==> src/hw/status_reg_map.svh <==
// field positions, opcodes, reset values and frame bit counts of the status register bank
`ifndef STATUS_REG_MAP_SVH
`define STATUS_REG_MAP_SVH

// opcodes
`define OP_READ_STATUS      8'h05
`define OP_WRITE_STATUS     8'h01
`define OP_WRITE_STATUS_TWO 8'h31
`define OP_WRITE_ENABLE     8'h06
`define OP_WRITE_DISABLE    8'h04
`define OP_BYTE_PROGRAM     8'h02
`define OP_ERASE_PAGE       8'h81
`define OP_ERASE_4K         8'h20
`define OP_ERASE_32K        8'h52
`define OP_ERASE_32K_ALT    8'hd8
`define OP_ERASE_CHIP       8'h60
`define OP_ERASE_CHIP_ALT   8'hc7
`define OP_PROGRAM_OTP      8'h9b

// byte one field positions
`define B1_PROTECT_LOCK   7
`define B1_ERROR          5
`define B1_WP_PIN         4
`define B1_ARRAY_PROTECT  2
`define B1_WEL            1
`define B1_BUSY           0
// byte two field positions
`define B2_SOFT_RESET_EN  4
`define B2_BUSY           0

// reset values
`define RST_PROTECT_LOCK  1'b0
`define RST_ARRAY_PROTECT 1'b0
`define RST_WEL           1'b0
`define RST_ERROR         1'b0
`define RST_SOFT_RESET_EN 1'b0

// frame bit counts
`define OPCODE_BITS       5'h08
`define OPCODE_DATA_BITS  5'h10
`define BIT_CNT_WRAP      5'h17

`endif

==> src/hw/status_reg_pkg.sv <==
// types shared by the status register bank
package status_reg_pkg;

  typedef struct packed {
    logic cs_n;
    logic sck;
    logic si;
    logic wp_n;
  } spi_pins_t;

  typedef struct packed {
    logic busy;
    logic op_done;
    logic op_fail;
    logic op_abort;
    logic hold_stop;
    logic soft_reset_req;
  } engine_status_t;

  typedef enum logic [1:0] {
    ST_IDLE   = 2'b00,
    ST_OPCODE = 2'b01,
    ST_BODY   = 2'b11
  } frame_state_t;

endpackage : status_reg_pkg

==> src/hw/spi_flash_status_register.sv <==
// two-byte status register of a serial flash, served over the spi pins
//
// Function
// host selects, shifts opcode 05h; device then drives status bits every clock.
// byte one msb first, then byte two msb first, repeating while selected.
// every two-byte repetition carries a freshly sampled snapshot.
// status read is served at any time, even while busy.
// chip select release ends the read at any bit; output goes high impedance.
// write status changes only bits 7 and 2 of byte one.
// byte one bit 4 mirrors the write-protect pin: 0 asserted, 1 deasserted.
// lock set and pin asserted: array-protect bit cannot change.
// protection lock is 0 after power-up.
// pin asserted: lock may only go 0 to 1; pin deasserted: free.
// error bit set when the last program or erase failed.
// error bit untouched by aborts; refreshed after every program and erase.
// array-protect 0 allows program and erase; 1 blocks them.
// write-enable latch 0 rejects program, erase, otp and write status.
// write-enable latch is 0 after power-up and after reset.
// latch cleared when write-type operations finish or abort, or on hold stop.
// incomplete opcode keeps latch; full write-type opcode then stop clears it.
// busy bit in bit 0 of both bytes, 1 while an operation runs.
// host polls status until busy falls from 1 to 0.
// byte two bit 4 enables the reset command; 0 by default ignores it.
// soft-reset enable changes only by write status two or power cycle.
// opcode 01h plus a byte writes lock and protect bits at release.
// opcode 31h plus a byte writes soft-reset enable at release.
// reserved bits read 0 and are never written.
`timescale 1ns/10ps
`default_nettype none
`include "status_reg_map.svh"

module spi_flash_status_register (
  // clock and reset
  input  wire logic                           core_clk,
  input  wire logic                           rst,
  // serial pins, asynchronous to core_clk
  input  wire status_reg_pkg::spi_pins_t      pins,
  output logic                                so_out,
  output logic                                so_oe,
  // program and erase engine, core_clk domain
  input  wire status_reg_pkg::engine_status_t eng,
  // state offered to the rest of the device
  output logic                                array_writable,
  output logic                                write_enable_latch,
  output logic                                soft_reset_enable,
  output logic                                soft_reset_go,
  output logic [7:0]                          status_byte_one,
  output logic [7:0]                          status_byte_two
);

  // ------------------------------------------------------------
  // helpers
  // ------------------------------------------------------------
  function automatic logic is_write_type(input logic [7:0] op);
    is_write_type = (op == `OP_BYTE_PROGRAM) || (op == `OP_ERASE_PAGE) ||
                    (op == `OP_ERASE_4K) || (op == `OP_ERASE_32K) ||
                    (op == `OP_ERASE_32K_ALT) || (op == `OP_ERASE_CHIP) ||
                    (op == `OP_ERASE_CHIP_ALT) || (op == `OP_PROGRAM_OTP) ||
                    (op == `OP_WRITE_STATUS) || (op == `OP_WRITE_STATUS_TWO);
  endfunction : is_write_type

  // whole data byte received and release on a byte boundary
  function automatic logic data_complete(input logic [4:0] cnt);
    data_complete = cnt[4] && (cnt[2:0] == 3'h0);
  endfunction : data_complete

  // ------------------------------------------------------------
  // pin synchronisers
  // ------------------------------------------------------------
  logic [3:0] pin_meta;
  logic [3:0] pin_sync;
  logic       sck_prev;
  logic       cs_n_prev;
  logic [3:0] next_pin_meta;
  logic [3:0] next_pin_sync;
  logic       next_sck_prev;
  logic       next_cs_n_prev;

  always_comb begin
    next_pin_meta  = {pins.cs_n, pins.sck, pins.si, pins.wp_n};
    next_pin_sync  = pin_meta;
    next_sck_prev  = pin_sync[2];
    next_cs_n_prev = pin_sync[3];
  end

  // deselected and idle after reset so no false frame start is seen
  always_ff @(posedge core_clk) begin
    if (rst) begin
      pin_meta  <= 4'h9;
      pin_sync  <= 4'h9;
      sck_prev  <= 1'b0;
      cs_n_prev <= 1'b1;
    end else begin
      pin_meta  <= next_pin_meta;
      pin_sync  <= next_pin_sync;
      sck_prev  <= next_sck_prev;
      cs_n_prev <= next_cs_n_prev;
    end
  end

  logic cs_n_s;
  logic sck_s;
  logic si_s;
  logic wp_n_s;
  logic selected;
  logic sck_rise;
  logic sck_fall;
  logic cs_start;
  logic cs_end;

  assign cs_n_s   = pin_sync[3];
  assign sck_s    = pin_sync[2];
  assign si_s     = pin_sync[1];
  assign wp_n_s   = pin_sync[0];
  assign selected = ~cs_n_s;
  assign sck_rise = selected & sck_s & ~sck_prev;
  assign sck_fall = selected & ~sck_s & sck_prev;
  assign cs_start = ~cs_n_s & cs_n_prev;
  assign cs_end   = cs_n_s & ~cs_n_prev;

  // ------------------------------------------------------------
  // status fields
  // ------------------------------------------------------------
  logic       protect_lock_bit;
  logic       array_protect_bit;
  logic       write_enable_bit;
  logic       erase_program_error;
  logic       soft_reset_bit;
  logic [7:0] live_one;
  logic [7:0] live_two;

  always_comb begin
    live_one = 8'h00;
    live_one[`B1_PROTECT_LOCK]  = protect_lock_bit;
    live_one[`B1_ERROR]         = erase_program_error;
    live_one[`B1_WP_PIN]        = wp_n_s;
    live_one[`B1_ARRAY_PROTECT] = array_protect_bit;
    live_one[`B1_WEL]           = write_enable_bit;
    live_one[`B1_BUSY]          = eng.busy;
    live_two = 8'h00;
    live_two[`B2_SOFT_RESET_EN] = soft_reset_bit;
    live_two[`B2_BUSY]          = eng.busy;
  end

  // ------------------------------------------------------------
  // frame decode and status shifter
  // ------------------------------------------------------------
  status_reg_pkg::frame_state_t state;
  status_reg_pkg::frame_state_t next_state;
  logic [4:0]  bit_cnt;
  logic [7:0]  shift_in;
  logic [7:0]  opcode;
  logic [7:0]  data_byte;
  logic [3:0]  out_pos;
  logic [15:0] out_shift;
  logic        out_bit;
  logic        out_en;
  logic [4:0]  next_bit_cnt;
  logic [7:0]  next_shift_in;
  logic [7:0]  next_opcode;
  logic [7:0]  next_data_byte;
  logic [3:0]  next_out_pos;
  logic [15:0] next_out_shift;
  logic        next_out_bit;
  logic        next_out_en;

  always_comb begin
    next_state     = state;
    next_bit_cnt   = bit_cnt;
    next_shift_in  = shift_in;
    next_opcode    = opcode;
    next_data_byte = data_byte;
    next_out_pos   = out_pos;
    next_out_shift = out_shift;
    next_out_bit   = out_bit;
    next_out_en    = out_en;
    if (!selected) begin
      next_state  = status_reg_pkg::ST_IDLE;
      next_out_en = 1'b0;
    end else if (cs_start) begin
      next_state   = status_reg_pkg::ST_OPCODE;
      next_bit_cnt = 5'h00;
      next_out_pos = 4'h0;
    end else begin
      if (sck_rise) begin
        next_shift_in = {shift_in[6:0], si_s};
        // stays between 16 and 23 so byte boundaries remain visible
        next_bit_cnt  = (bit_cnt == `BIT_CNT_WRAP) ? `OPCODE_DATA_BITS : bit_cnt + 5'h01;
        if (bit_cnt == `OPCODE_BITS - 5'h01) begin
          next_opcode = {shift_in[6:0], si_s};
        end
        if (bit_cnt == `OPCODE_DATA_BITS - 5'h01) begin
          next_data_byte = {shift_in[6:0], si_s};      // later bytes ignored
        end
        unique case (state)
          status_reg_pkg::ST_IDLE: begin
            next_state = status_reg_pkg::ST_IDLE;
          end
          status_reg_pkg::ST_OPCODE: begin
            if (bit_cnt == `OPCODE_BITS - 5'h01) begin
              next_state = status_reg_pkg::ST_BODY;
            end
          end
          status_reg_pkg::ST_BODY: begin
            next_state = status_reg_pkg::ST_BODY;
          end
        endcase
      end
      // served regardless of busy; snapshot taken at each byte one start
      if (sck_fall && state == status_reg_pkg::ST_BODY && opcode == `OP_READ_STATUS) begin // see
        next_out_en  = 1'b1;
        next_out_pos = out_pos + 4'h1;
        if (out_pos == 4'h0) begin
          next_out_bit   = live_one[7];
          next_out_shift = {live_one[6:0], live_two, 1'b0};
        end else begin
          next_out_bit   = out_shift[15];
          next_out_shift = {out_shift[14:0], 1'b0};
        end
      end
    end
  end

  always_ff @(posedge core_clk) begin
    if (rst) begin
      state     <= status_reg_pkg::ST_IDLE;
      bit_cnt   <= 5'h00;
      shift_in  <= 8'h00;
      opcode    <= 8'h00;
      data_byte <= 8'h00;
      out_pos   <= 4'h0;
      out_shift <= 16'h0000;
      out_bit   <= 1'b0;
      out_en    <= 1'b0;
    end else begin
      state     <= next_state;
      bit_cnt   <= next_bit_cnt;
      shift_in  <= next_shift_in;
      opcode    <= next_opcode;
      data_byte <= next_data_byte;
      out_pos   <= next_out_pos;
      out_shift <= next_out_shift;
      out_bit   <= next_out_bit;
      out_en    <= next_out_en;
    end
  end

  assign so_out = out_bit;
  assign so_oe  = out_en & selected;

  // ------------------------------------------------------------
  // register updates
  // ------------------------------------------------------------
  logic       next_protect_lock_bit;
  logic       next_array_protect_bit;
  logic       next_write_enable_bit;
  logic       next_erase_program_error;
  logic       next_soft_reset_bit;
  logic       next_soft_reset_go;
  logic       full_opcode;
  logic       wp_asserted;
  logic       reset_exec;

  always_comb begin
    next_protect_lock_bit    = protect_lock_bit;
    next_array_protect_bit   = array_protect_bit;
    next_write_enable_bit    = write_enable_bit;
    next_erase_program_error = erase_program_error;
    next_soft_reset_bit      = soft_reset_bit;
    full_opcode              = (state == status_reg_pkg::ST_BODY);
    wp_asserted              = ~wp_n_s;
    // reset command honoured only when enabled; it never touches the enable
    reset_exec               = eng.soft_reset_req & soft_reset_bit;  // see
    next_soft_reset_go       = reset_exec;
    // failures set the error, aborts leave it alone
    if (eng.op_done) begin
      next_erase_program_error = eng.op_fail;          // see
    end
    if (eng.op_done || eng.op_abort || eng.hold_stop || reset_exec) begin
      next_write_enable_bit = 1'b0;                    // see
    end
    // a frame cut inside the opcode changes nothing
    if (cs_end && full_opcode) begin
      if (opcode == `OP_WRITE_STATUS && write_enable_bit) begin
        if (data_complete(bit_cnt)) begin
          if (wp_asserted && protect_lock_bit) begin
            next_array_protect_bit = array_protect_bit;
          end else if (wp_asserted) begin
            next_protect_lock_bit  = data_byte[`B1_PROTECT_LOCK];
            next_array_protect_bit = data_byte[`B1_ARRAY_PROTECT];
          end else begin
            next_protect_lock_bit  = data_byte[`B1_PROTECT_LOCK];
            next_array_protect_bit = data_byte[`B1_ARRAY_PROTECT];
          end
        end
      end
      if (opcode == `OP_WRITE_STATUS_TWO && write_enable_bit && data_complete(bit_cnt)) begin
        next_soft_reset_bit = data_byte[`B2_SOFT_RESET_EN];
      end
      if (is_write_type(opcode) || opcode == `OP_WRITE_DISABLE) begin
        next_write_enable_bit = 1'b0;                  // see
      end
      // set evaluated last so it wins over a same-cycle clear
      if (opcode == `OP_WRITE_ENABLE && bit_cnt == `OPCODE_BITS) begin
        next_write_enable_bit = 1'b1;
      end
    end
  end

  always_ff @(posedge core_clk) begin
    if (rst) begin
      protect_lock_bit    <= `RST_PROTECT_LOCK;
      array_protect_bit   <= `RST_ARRAY_PROTECT;
      write_enable_bit    <= `RST_WEL;
      erase_program_error <= `RST_ERROR;
      soft_reset_bit      <= `RST_SOFT_RESET_EN;
      soft_reset_go       <= 1'b0;
      array_writable      <= 1'b0;
      write_enable_latch  <= `RST_WEL;
      soft_reset_enable   <= `RST_SOFT_RESET_EN;
      status_byte_one     <= 8'h00;
      status_byte_two     <= 8'h00;
    end else begin
      protect_lock_bit    <= next_protect_lock_bit;
      array_protect_bit   <= next_array_protect_bit;
      write_enable_bit    <= next_write_enable_bit;
      erase_program_error <= next_erase_program_error;
      soft_reset_bit      <= next_soft_reset_bit;
      soft_reset_go       <= next_soft_reset_go;
      array_writable      <= next_write_enable_bit & ~next_array_protect_bit;  // see
      write_enable_latch  <= next_write_enable_bit;
      soft_reset_enable   <= next_soft_reset_bit;
      status_byte_one     <= live_one;
      status_byte_two     <= live_two;
    end
  end

endmodule : spi_flash_status_register

`default_nettype wire

==> config.mk <==
export PLATFORM = sky130hd
export DESIGN_NAME = spi_flash_status_register
export DESIGN_NICKNAME = d
export VERILOG_FILES = /design/src/hw/status_reg_pkg.sv /design/src/hw/spi_flash_status_register.sv
export VERILOG_INCLUDE_DIRS = /design/src /design/src/hw
export SDC_FILE = /design/constraint.sdc
export NUM_CORES = 1
export LEC_CHECK = 0
export BUFFER_PORTS_ARGS = -buffer_cell sky130_fd_sc_hd__clkbuf_2
export CAP_MARGIN = 20
export CORE_MARGIN = 4
export CORE_UTILIZATION = 57
export DETAILED_ROUTE_END_ITERATION = 10
export PLACE_DENSITY_LB_ADDON = 0.1
export SLEW_MARGIN = 20
export SYNTH_ARGS = -nofsm -noshare
export SYNTH_HDL_FRONTEND = slang
export SYNTH_SLANG_ARGS = --single-unit
==> constraint.sdc <==
create_clock -name core_clk -period 2.28 [get_ports core_clk]
set_clock_uncertainty 0.05 [all_clocks]
set_input_delay 0.342 -clock core_clk [delete_from_list [all_inputs] [get_ports core_clk]]
set_output_delay 0.342 -clock core_clk [all_outputs]
set_load 0.01 [all_outputs]
==> results of run 1 <==
## critical path, delay by kind of cell, from the launching register on
| kind | cells | cell delay, ns |
|---|---|---|
| mux | 1 | 0.38 |
| simple gates | 3 | 0.70 |
| compound gates | 1 | 0.34 |
| flops | 1 | 0.42 |
## final cells by class
type | instances | area, µm² | area share
clock buffers | 9 | 123.9 | 0.03668
clock inverters | 7 | 122.6 | 0.03631
repair buffers | 35 | 212.7 | 0.06299
inverters | 11 | 41.29 | 0.01223
flip-flops and latches | 70 | 1401 | 0.4150
multi-input cells | 247 | 1391 | 0.4120
well taps | 67 | 83.83 | 0.02482
## cells by family after synthesis
logic type / count (synthesis) / synth area share
buffers and inverters: 38 / 0.06748
AND/OR/NAND/NOR: 163 / 0.2843
XOR/XNOR: 1 / 0.002953
AO/OA/AOI/OAI: 67 / 0.1400
adder cells (fa/ha/maj): 5 / 0.02109
multiplexers: 3 / 0.01054
flip-flops: 70 / 0.4724
other: 1 / 0.001264
## cell usage in the layout, fill, tap and decap left out, types with 2 or more instances in the layout
cell type / netlist / layout
dfxtp_1: 70 / 70
nand2_1: 57 / 57
a21oi_1: 39 / 39
nor2_1: 25 / 25
nand3_1: 25 / 25
clkbuf_2: 0 / 25
nor2b_1: 18 / 18
inv_1: 11 / 11
clkbuf_8: 0 / 9
buf_4: 9 / 9
conb_1: 1 / 8
nand2b_1: 7 / 7
a311oi_1: 6 / 6
or2_2: 5 / 5
o21ai_0: 5 / 5
ha_1: 5 / 5
a31oi_1: 4 / 4
nand4b_1: 4 / 4
nor4_1: 3 / 3
bufinv_16: 0 / 3
and2_1: 2 / 2
or3_1: 2 / 2
nor3_1: 2 / 2
a41o_1: 2 / 2
o41ai_1: 2 / 2
nand4_1: 2 / 2
mux2i_1: 2 / 2
a22oi_1: 2 / 2
a211oi_1: 2 / 2
clkinv_4: 0 / 2
clkinvlp_4: 0 / 2
## state kept, by name (all words and copies together) (netlist names), 2 cells and up
register,flops
out_shift,15
opcode,8
shift_in,7
status_byte_one,6
bit_cnt,5
next_pin_sync,4
out_pos,4
pin_sync,4
data_byte,3
state,2
## worst paths after layout
kind	start	to	cells after the start
worst max-delay path	opcode[4]$_SDFFE_PP0P_	array_protect_bit$_SDFF_PP0_	5
worst max register to register	opcode[4]$_SDFFE_PP0P_	array_protect_bit$_SDFF_PP0_	5
worst min register to register	next_pin_sync[3]$_SDFF_PP1_	pin_sync[3]$_SDFF_PP1_	1
worst min-delay path	pins[3]	next_pin_sync[3]$_SDFF_PP1_	2
## power groups by stage
stage	Sequential (mW)	Clock [mW]	Combinational [mW]
after detailed placement	1.27	0	0.0628
after global routing	1.24	1.28	0.0708
after global placement	1.27	0	0.0623
final	1.24	1.21	0.0633
after floorplan	1.27	0	0.0506
after CTS	1.24	1.24	0.0637
## metal layers
layer  vias to the layer above  wire length (µm)
met5                         -                 0
met4                         0               100
met3                         8               346
met2                        69              2523
met1                      1086              2897
li1                       1243                 -
==> flow_summary_export.csv, run 1 <==
group,metric,value,unit
drt,wl,5868,µm
global_route,grt_most_used_layer,"met2",
yosys,ys.flop_type,"dfxtp_1",
sta,period_needed,1.990,ns
power_and_ir_drop,power_switching,529.5,µW
clock_tree,clockBufferDepth,2,
worst_hold_path,hp-class,"in2reg",
global_route,grt_max_degree,33,
yosys,yosysWarnings,0,
yosys,synth_cell_types,48,
floorplanning,die_w,80.14,µm
yosys,async_flop_share,0,
floorplanning,dieHeight,80.14,µm
drt,wl_per_cell,13.16,µm
sta,fin_crit_sh,0.8729,
clock_tree,cts_hold_buf,0,
floorplanning,pin_count,34,
worst_setup_path,cp_slowest_cell,"nor4_4",
sta,tns,0,ns
clock_tree,cts_setup_buffers,0,
sta,rsz0062_at_grt,"no",
power_and_ir_drop,intPower,1.986,mW
global_route,met1_usage,0.2748,
power_and_ir_drop,total_power,2.515,mW
clock_tree,cts_resized,0,
drt,firstDrtPassIters,4,
sta,finalHoldViolCount,0,
cells_and_area,drive_gt1_frac,0.1636,
clock_tree,root_buffer,"clkbuf_8",
cells_and_area,fin_util,0.6921,
global_route,met3_usage,0.03475,
power_and_ir_drop,pwr-share-seq,0.493,
place,place.gp.congestion,0.8168,
clock_tree,clkSinkCount,70,
worst_setup_path,cp-start-kind,"flop",
floorplanning,initial_core_util,0.6079,
clock_tree,numCtsBuffers,9,
yosys,syn_inst,348,
cells_and_area,design_area,0.003377,mm²
drt,drcViolationCount,0,
clock_tree,clk_pin_slew,0.08,ns
job,drv_cap,0,
clock_tree,htreeDepth,3,
worst_setup_path,worstPathMaxFanout,10,
drt,viasPerCell,5.395,
sta,max_clock_freq,502.4,MHz
global_route,grt_overflow,0,
yosys,synth.avg_cell_area,8.525,µm²
place,dp.cells,430,
yosys,synth.largest_area_cell,"dfxtp_1",
sta,layout_setup_ws,0.2897,ns
worst_setup_path,slowest_delay,0.43,ns
floorplanning,die_area,0.006422,mm²
cells_and_area,layout.nets,391,
drt,vias,2406,
sta,slew_viol_final,0,
place,place_ws,0.3146,ns
global_route,use_met2,0.2922,
worst_setup_path,critPathArrivalTime,2.18,ns
power_and_ir_drop,switching_share,0.2105,
worst_setup_path,path_class,"reg2reg",
power_and_ir_drop,peakVddDrop,486.6,µV
cells_and_area,syn_to_final_growth,13.83,%
power_and_ir_drop,clockPowerShare,0.482,
cells_and_area,antenna_cells,0,
drt,final_antenna_net_count,0,
yosys,ys_ff_latch,70,
yosys,synth_area,0.002967,mm²
global_route,antenna_found_initial,0,
worst_setup_path,cp-end-kind,"flop",
yosys,synth_top_area_frac,0.4724,
clock_tree,insertion_delay,0.34,ns
place,dp_hpwl,4032,µm
global_route,track_usage,0.1990,
cells_and_area,instances_no_fill,446,
yosys,synth_edf_count,0,
yosys,synth_top_cells_by_count,"70 x dfxtp_1, 57 x nand2_1, 39 x a21oi_1",
sta,setup_violations,0,
yosys,ys_seq_area_frac,0.4724,
clock_tree,cts_tree,"yes",
place,numPortBuffers,25,
power_and_ir_drop,power_density,744.8,mW/mm²
power_and_ir_drop,comb_power_share,0.025,
power_and_ir_drop,p_leak,1.254,nW
yosys,synth_area_leaders,"dfxtp_1 47%, nand2_1 7.2%, a21oi_1 6.6%",
sta,hold_ws,0.1336,ns
place,place_area,0.003131,mm²
worst_setup_path,r2r_setup_slack,0.29,ns
cells_and_area,nFillCells,402,
outcome,outcome,"finished, final reports clean",
global_route,first_global_vias,2139,
yosys,yosysMostFrequentCell,"dfxtp_1",
global_route,grt_pass1_wl,9915,µm
worst_setup_path,worstPathCellList,"nor4_4, nand3_1, a2111oi_1, mux2_1, nor2b_1",
drt,drt-initial-drc-count,161,
floorplanning,rows,25,
worst_setup_path,cp_data_required_time,2.47,ns
floorplanning,coreArea,0.004880,mm²
Power figures use the tool's default switching activity.
==> run 2: changes to the inputs <==
ABC_AREA = 1   (was default)
==> run 2 against run 1 <==
  * Setup slack better by 0.17 ns
  * Highest routed layer unchanged
  * Core utilization shrank 4.3 points
  * Critical endpoint is now opcode[2]$_SDFFE_PP0P_
  * Cell area down 1.2%
  * Register-to-register slack better by 0.17 ns
  * First-iteration DRC count decreased by 28%
==> flow_summary_export.csv, run 2 <==
group,metric,value,unit
drt,wl_per_cell,11.97,µm
sta,layout_setup_ws,0.4580,ns
power_and_ir_drop,peakVddDrop,445.1,µV
power_and_ir_drop,pwr-share-seq,0.561,
power_and_ir_drop,clockPowerShare,0.406,
sta,tns,0,ns
worst_setup_path,path_class,"reg2reg",
cells_and_area,syn_to_final_growth,9.979,%
global_route,antenna_found_initial,0,
yosys,ys.flop_type,"dfxtp_1",
yosys,synth_area,0.003034,mm²
worst_setup_path,worst-path-buf-inv,0,
yosys,async_flop_share,0,
cells_and_area,top_register,"out_shift",
cells_and_area,drive_gt1_frac,0.1761,
yosys,synth_cell_types,34,
worst_setup_path,slowest_delay,0.40,ns
sta,max_clock_freq,548.8,MHz
worst_setup_path,worstReg2RegEnd,"opcode[2]$_SDFFE_PP0P_",
power_and_ir_drop,p_leak,1.353,nW
floorplanning,rows,26,
yosys,ys_ff_latch,70,
worst_setup_path,cp-start-kind,"flop",
drt,firstDrtPassIters,4,
yosys,synth_top_cells_by_count,"70 x dfxtp_1, 59 x nor2_1, 55 x nand2_1",
place,dp_hpwl,4346,µm
floorplanning,die_w,80.96,µm
yosys,yosysWarnings,0,
power_and_ir_drop,intPower,1.729,mW
clock_tree,numCtsBuffers,9,
worst_setup_path,rr_worst_depth,6,
cells_and_area,layout.nets,440,
clock_tree,root_buffer,"clkbuf_8",
worst_setup_path,timing.rr.start,"bit_cnt[0]$_SDFFE_PP0P_",
clock_tree,cts_hold_buf,0,
drt,drcViolationCount,0,
cells_and_area,instances_no_fill,496,
worst_setup_path,cp-end-kind,"flop",
cells_and_area,reg_top3,"out_shift: 15 flops, opcode: 8 flops, shift_in: 7 flops",
place,numPortBuffers,25,
clock_tree,insertion_delay,0.34,ns
cells_and_area,largest_register_ffs,15,
drt,vias,2455,
place,place.gp.congestion,0.7974,
clock_tree,clk_pin_slew,0.07,ns
sta,hold_ws,0.1261,ns
worst_hold_path,hold_depth,2,
yosys,synth_edf_count,0,
clock_tree,clkSinkCount,70,
outcome,outcome,"finished, final reports clean",
worst_setup_path,cp_slowest_cell,"nand3_1",
power_and_ir_drop,comb_power_share,0.033,
clock_tree,cts_resized,0,
place,place_ws,0.4636,ns
sta,fin_crit_sh,0.7991,
yosys,ys_seq_area_frac,0.4619,
drt,final_antenna_net_count,0,
floorplanning,dieHeight,80.96,µm
yosys,yosysMostFrequentCell,"dfxtp_1",
sta,period_needed,1.822,ns
drt,viasPerCell,4.950,
worst_setup_path,critPathTopFamily,"simple AND/OR/NAND/NOR gates",
sta,rsz0062_at_grt,"no",
global_route,track_usage,0.2051,
yosys,synth.avg_cell_area,7.624,µm²
yosys,synth.largest_area_cell,"dfxtp_1",
worst_hold_path,worstHoldStart,"pins[3]",
cells_and_area,nFillCells,456,
worst_setup_path,worstPathCellList,"ha_1, nand2_1, nor3_1, nand3_1, o21ai_0, a21oi_1",
floorplanning,die_area,0.006555,mm²
floorplanning,pin_count,34,
floorplanning,coreArea,0.005140,mm²
cells_and_area,antenna_cells,0,
worst_setup_path,critPathArrivalTime,1.99,ns
worst_hold_path,hold_end,"next_pin_sync[3]$_SDFF_PP1_",
worst_setup_path,worstPathMaxFanout,16,
global_route,grt_pass1_wl,10160,µm
cells_and_area,design_area,0.003337,mm²
sta,setup_violations,0,
worst_hold_path,hp-class,"in2reg",
place,place_area,0.003163,mm²
drt,wl,5936,µm
place,dp.cells,482,
power_and_ir_drop,power_density,662.3,mW/mm²
floorplanning,initial_core_util,0.5903,
global_route,first_global_vias,2240,
clock_tree,htreeDepth,3,
global_route,grt_max_degree,35,
cells_and_area,layout_commonest_cell,"dfxtp_1",
power_and_ir_drop,power_switching,480.7,µW
yosys,synth_top_area_frac,0.4619,
job,drv_cap,0,
power_and_ir_drop,switching_share,0.2175,
clock_tree,clockBufferDepth,2,
sta,slew_viol_final,0,
worst_setup_path,cp_data_required_time,2.45,ns
yosys,synth_area_leaders,"dfxtp_1 46%, nor2_1 7.3%, nand2_1 6.8%",
clock_tree,cts_tree,"yes",
clock_tree,cts_setup_buffers,0,
global_route,grt_overflow,0,
sta,finalHoldViolCount,0,
yosys,syn_inst,398,
cells_and_area,final_cell_mix,"70 x dfxtp_1, 59 x nor2_1, 55 x nand2_1",
drt,drt-initial-drc-count,116,
worst_setup_path,r2r_setup_slack,0.46,ns
run 2: power by group through the flow:
| stage | Sequential, mW | Clock, mW | Combinational (mW) |
|---|---|---|---|
| finish | 1.24 | 0.897 | 0.0736 |
| floorplan | 1.27 | 0 | 0.0593 |
| global placement | 1.27 | 0 | 0.0725 |
| CTS | 1.24 | 0.913 | 0.0738 |
| global route | 1.24 | 0.966 | 0.0848 |
| detailed placement | 1.27 | 0 | 0.0736 |
run 2: through the flow:
stage	power (mW)	utilization
6_report	2.210	0.6492
4_1_cts	2.226	0.6492
5_1_grt	2.290	0.6492
3_5_place_dp	1.341	0.6154
2_1_floorplan	1.327	-
3_3_place_gp	1.340	0.6154
run 2: cells by family after synthesis:
| kind of cell | after synthesis | synth area share |
|---|---|---|
| simple gates | 155 | 0.2379 |
| compound gates | 85 | 0.1559 |
| buf+inv | 81 | 0.1196 |
| flops | 70 | 0.4619 |
| fa+ha+maj | 5 | 0.02062 |
| xor+xnor | 1 | 0.002887 |
| other cells | 1 | 0.001236 |
run 2: worst max-delay path by stage:
| stage | from | endpoint | cells after the start |
|---|---|---|---|
| after floorplan | bit_cnt[0]$_SDFFE_PP0P_ | opcode[6]$_SDFFE_PP0P_ | 7 |
| after global placement | bit_cnt[0]$_SDFFE_PP0P_ | opcode[2]$_SDFFE_PP0P_ | 6 |
| after detailed placement | bit_cnt[0]$_SDFFE_PP0P_ | opcode[2]$_SDFFE_PP0P_ | 6 |
| after CTS | bit_cnt[0]$_SDFFE_PP0P_ | opcode[2]$_SDFFE_PP0P_ | 6 |
| after global routing | bit_cnt[0]$_SDFFE_PP0P_ | opcode[5]$_SDFFE_PP0P_ | 6 |
| final | bit_cnt[0]$_SDFFE_PP0P_ | opcode[2]$_SDFFE_PP0P_ | 6 |
run 2: metal layers:
layer / routed length (µm) / track usage / part of all wire
met5: 0 / 0 / 0
met3: 343 / 0.05100 / 0.058
met1: 2821 / 0.2626 / 0.48
met4: 124 / 0.09797 / 0.021
met2: 2646 / 0.3235 / 0.45
run 2: cell type report:
class | instances | area [µm²] | share of cell area
well taps | 70 | 87.58 | 0.02625
repair buffers | 28 | 147.6 | 0.04424
flip-flops and latches | 70 | 1401 | 0.4199
clock inverters | 1 | 5.005 | 0.001500
inverters | 60 | 230.2 | 0.06899
multi-input cells | 254 | 1296 | 0.3885
clock buffers | 13 | 168.9 | 0.05062
==> run 3: changes to the inputs <==
ABC_AREA = 0   (was 1)
clock period = 1.8 ns   (was 2.28 ns; I/O delays follow)
==> run 3 against run 2 <==
  * The run now ends with setup timing left
  * Critical path depth unchanged
  * Die area decreased by 2.0%
  * First-iteration DRC count is 100% higher
  * Setup slack worse by 0.52 ns
  * Combinational power grew 7.9%
  * Global-route usage fell by 0.59 points
  * Cell area up 5.6%
  * Clock power up 36%
  * Register-to-register slack got worse by 0.52 ns
  * Final cell count is 7.5% lower
  * Hold slack worse by 0.060 ns
  * Critical path type unchanged
  * Critical endpoint is now array_protect_bit$_SDFF_PP0_
  * Largest cell class is now multi-input gates
  * Largest power group unchanged
  * Highest routed layer unchanged
==> flow_summary_export.csv, run 3 (synthesized netlist as in run 1, its figures left out) <==
group,metric,value,unit
floorplanning,rows,25,
place,dp_hpwl,4090,µm
floorplanning,initial_core_util,0.6079,
power_and_ir_drop,power_density,813.3,mW/mm²
clock_tree,root_buffer,"clkbuf_8",
job,drv_cap,0,
global_route,grt_pass1_wl,9970,µm
clock_tree,htreeDepth,3,
global_route,antenna_found_initial,0,
global_route,first_global_vias,2252,
sta,slew_viol_final,0,
worst_hold_path,hold_depth,2,
global_route,track_usage,0.1992,
sta,layout_setup_ws,-0.06428,ns
sta,tns,-0.1789,ns
drt,firstDrtPassIters,5,
drt,wl_per_cell,13.40,µm
worst_setup_path,rr_worst_depth,6,
drt,wl,6149,µm
worst_setup_path,r2r_setup_slack,-0.06,ns
drt,drcViolationCount,0,
drt,vias,2502,
cells_and_area,layout.nets,406,
sta,rsz0062_at_grt,"yes",
floorplanning,die_area,0.006422,mm²
clock_tree,clkSinkCount,70,
cells_and_area,largest_register_ffs,15,
sta,hold_ws,0.06578,ns
clock_tree,cts_tree,"yes",
clock_tree,numCtsBuffers,9,
worst_setup_path,worstReg2RegEnd,"array_protect_bit$_SDFF_PP0_",
worst_hold_path,hp-class,"in2reg",
cells_and_area,antenna_cells,0,
cells_and_area,top_register,"out_shift",
worst_setup_path,timing.rr.start,"opcode[4]$_SDFFE_PP0P_",
clock_tree,clockBufferDepth,2,
floorplanning,coreArea,0.004880,mm²
sta,fin_crit_sh,1.036,
worst_hold_path,worstHoldStart,"pins[3]",
clock_tree,clk_pin_slew,0.06,ns
worst_setup_path,critPathArrivalTime,2.03,ns
cells_and_area,final_cell_mix,"69 x dfxtp_1, 56 x nand2_1, 38 x a21oi_1",
worst_setup_path,worstPathMaxFanout,2,
place,place.gp.congestion,0.8256,
floorplanning,die_w,80.14,µm
floorplanning,pin_count,34,
clock_tree,insertion_delay,0.34,ns
global_route,grt_max_degree,39,
outcome,outcome,"finished with violations",
power_and_ir_drop,p_leak,1.314,nW
worst_setup_path,path_class,"reg2reg",
global_route,grt_overflow,0,
sta,period_needed,1.864,ns
cells_and_area,layout_commonest_cell,"dfxtp_1",
cells_and_area,drive_gt1_frac,0.2168,
drt,drt-initial-drc-count,236,
cells_and_area,reg_top3,"out_shift: 15 flops, opcode: 8 flops, shift_in: 7 flops",
cells_and_area,syn_to_final_growth,18.77,%
sta,max_clock_freq,536.4,MHz
worst_hold_path,hold_end,"next_pin_sync[3]$_SDFF_PP1_",
floorplanning,dieHeight,80.14,µm
sta,finalHoldViolCount,0,
clock_tree,cts_hold_buf,0,
drt,final_antenna_net_count,0,
worst_setup_path,cp-start-kind,"flop",
outcome,violations,"setup timing",
power_and_ir_drop,peakVddDrop,550.8,µV
drt,viasPerCell,5.451,
worst_setup_path,cp_data_required_time,1.96,ns
sta,setup_violations,7,
place,numPortBuffers,25,
worst_setup_path,cp-end-kind,"flop",
[run 3: how the worst max path moves through the flow]
stage / slack, ns / startpoint / to / cells past startpoint
floorplan: -0.001 / cs_n_prev$_SDFF_PP1_ / array_protect_bit$_SDFF_PP0_ / 5
global placement: 0.08 / opcode[7]$_SDFFE_PP0P_ / array_protect_bit$_SDFF_PP0_ / 5
detailed placement: 0.02 / opcode[7]$_SDFFE_PP0P_ / array_protect_bit$_SDFF_PP0_ / 5
CTS: 0.01 / opcode[7]$_SDFFE_PP0P_ / out_pos[3]$_SDFFE_PP0P_ / 5
global route: -0.11 / bit_cnt[1]$_SDFFE_PP0P_ / soft_reset_bit$_SDFFE_PP0P_ / 7
finish: -0.06 / opcode[4]$_SDFFE_PP0P_ / array_protect_bit$_SDFF_PP0_ / 6
[run 3: layout make-up]
type                            count  area (µm²)
Fill cell                         381        1356
Inverter                           11       41.29
Clock inverter                      1       30.03
Multi-Input combinational cell    247        1434
Clock buffer                       13       158.9
Sequential cell                    70        1403
Tap cell                           67       83.83
Timing Repair Buffer               50       372.9
[run 3: metal layers]
| metal | GRT usage | part of all wire |
|---|---|---|
| met1 | 0.2538 | 0.47 |
| met2 | 0.3055 | 0.45 |
| met3 | 0.06166 | 0.061 |
| met4 | 0.09459 | 0.015 |
| met5 | 0 | 0 |
[run 3: where the power goes]
| part | switching, mW | internal, mW | leakage [nW] | total [mW] |
|---|---|---|---|---|
| logic | 0.0513 | 0.0281 | 0.651 | 0.0794 |
| clock network | 0.515 | 0.702 | 0.0956 | 1.22 |
| registers | 0.00602 | 1.56 | 0.567 | 1.57 |
| total | 0.572 | 2.29 | 1.31 | 2.87 |
[run 3: through the flow]
| step | worst slack (ns) | util | cells | power [mW] | cell area [µm²] |
|---|---|---|---|---|---|
| floorplan | -0.001415 | - | 355 | 1.669 | 2998 |
| global placement | 0.08309 | 0.6579 | 440 | 1.683 | 3211 |
| detailed placement | 0.01913 | 0.6579 | 440 | 1.684 | 3211 |
| CTS | 0.01169 | 0.6967 | 454 | 2.902 | 3400 |
| global route | -0.1077 | 0.7221 | 459 | 2.980 | 3523 |
| finish | -0.06428 | 0.7221 | 459 | 2.866 | 3523 |
[run 3: repair_timing]
action	in CTS	in global routing
endpoints found under the setup margin	0	16
setup buffers	0	3
hold endpoints to repair	0	0
gates resized for setup	0	12
[run 3: critical path, cell delays in order, from the launching register on]
cell	delay (ns)
dfxtp_2	0.33
nor4_4	0.34
buf_4	0.18
nand3_2	0.07
a2111oi_2	0.25
mux2_2	0.39
nor2b_1	0.13
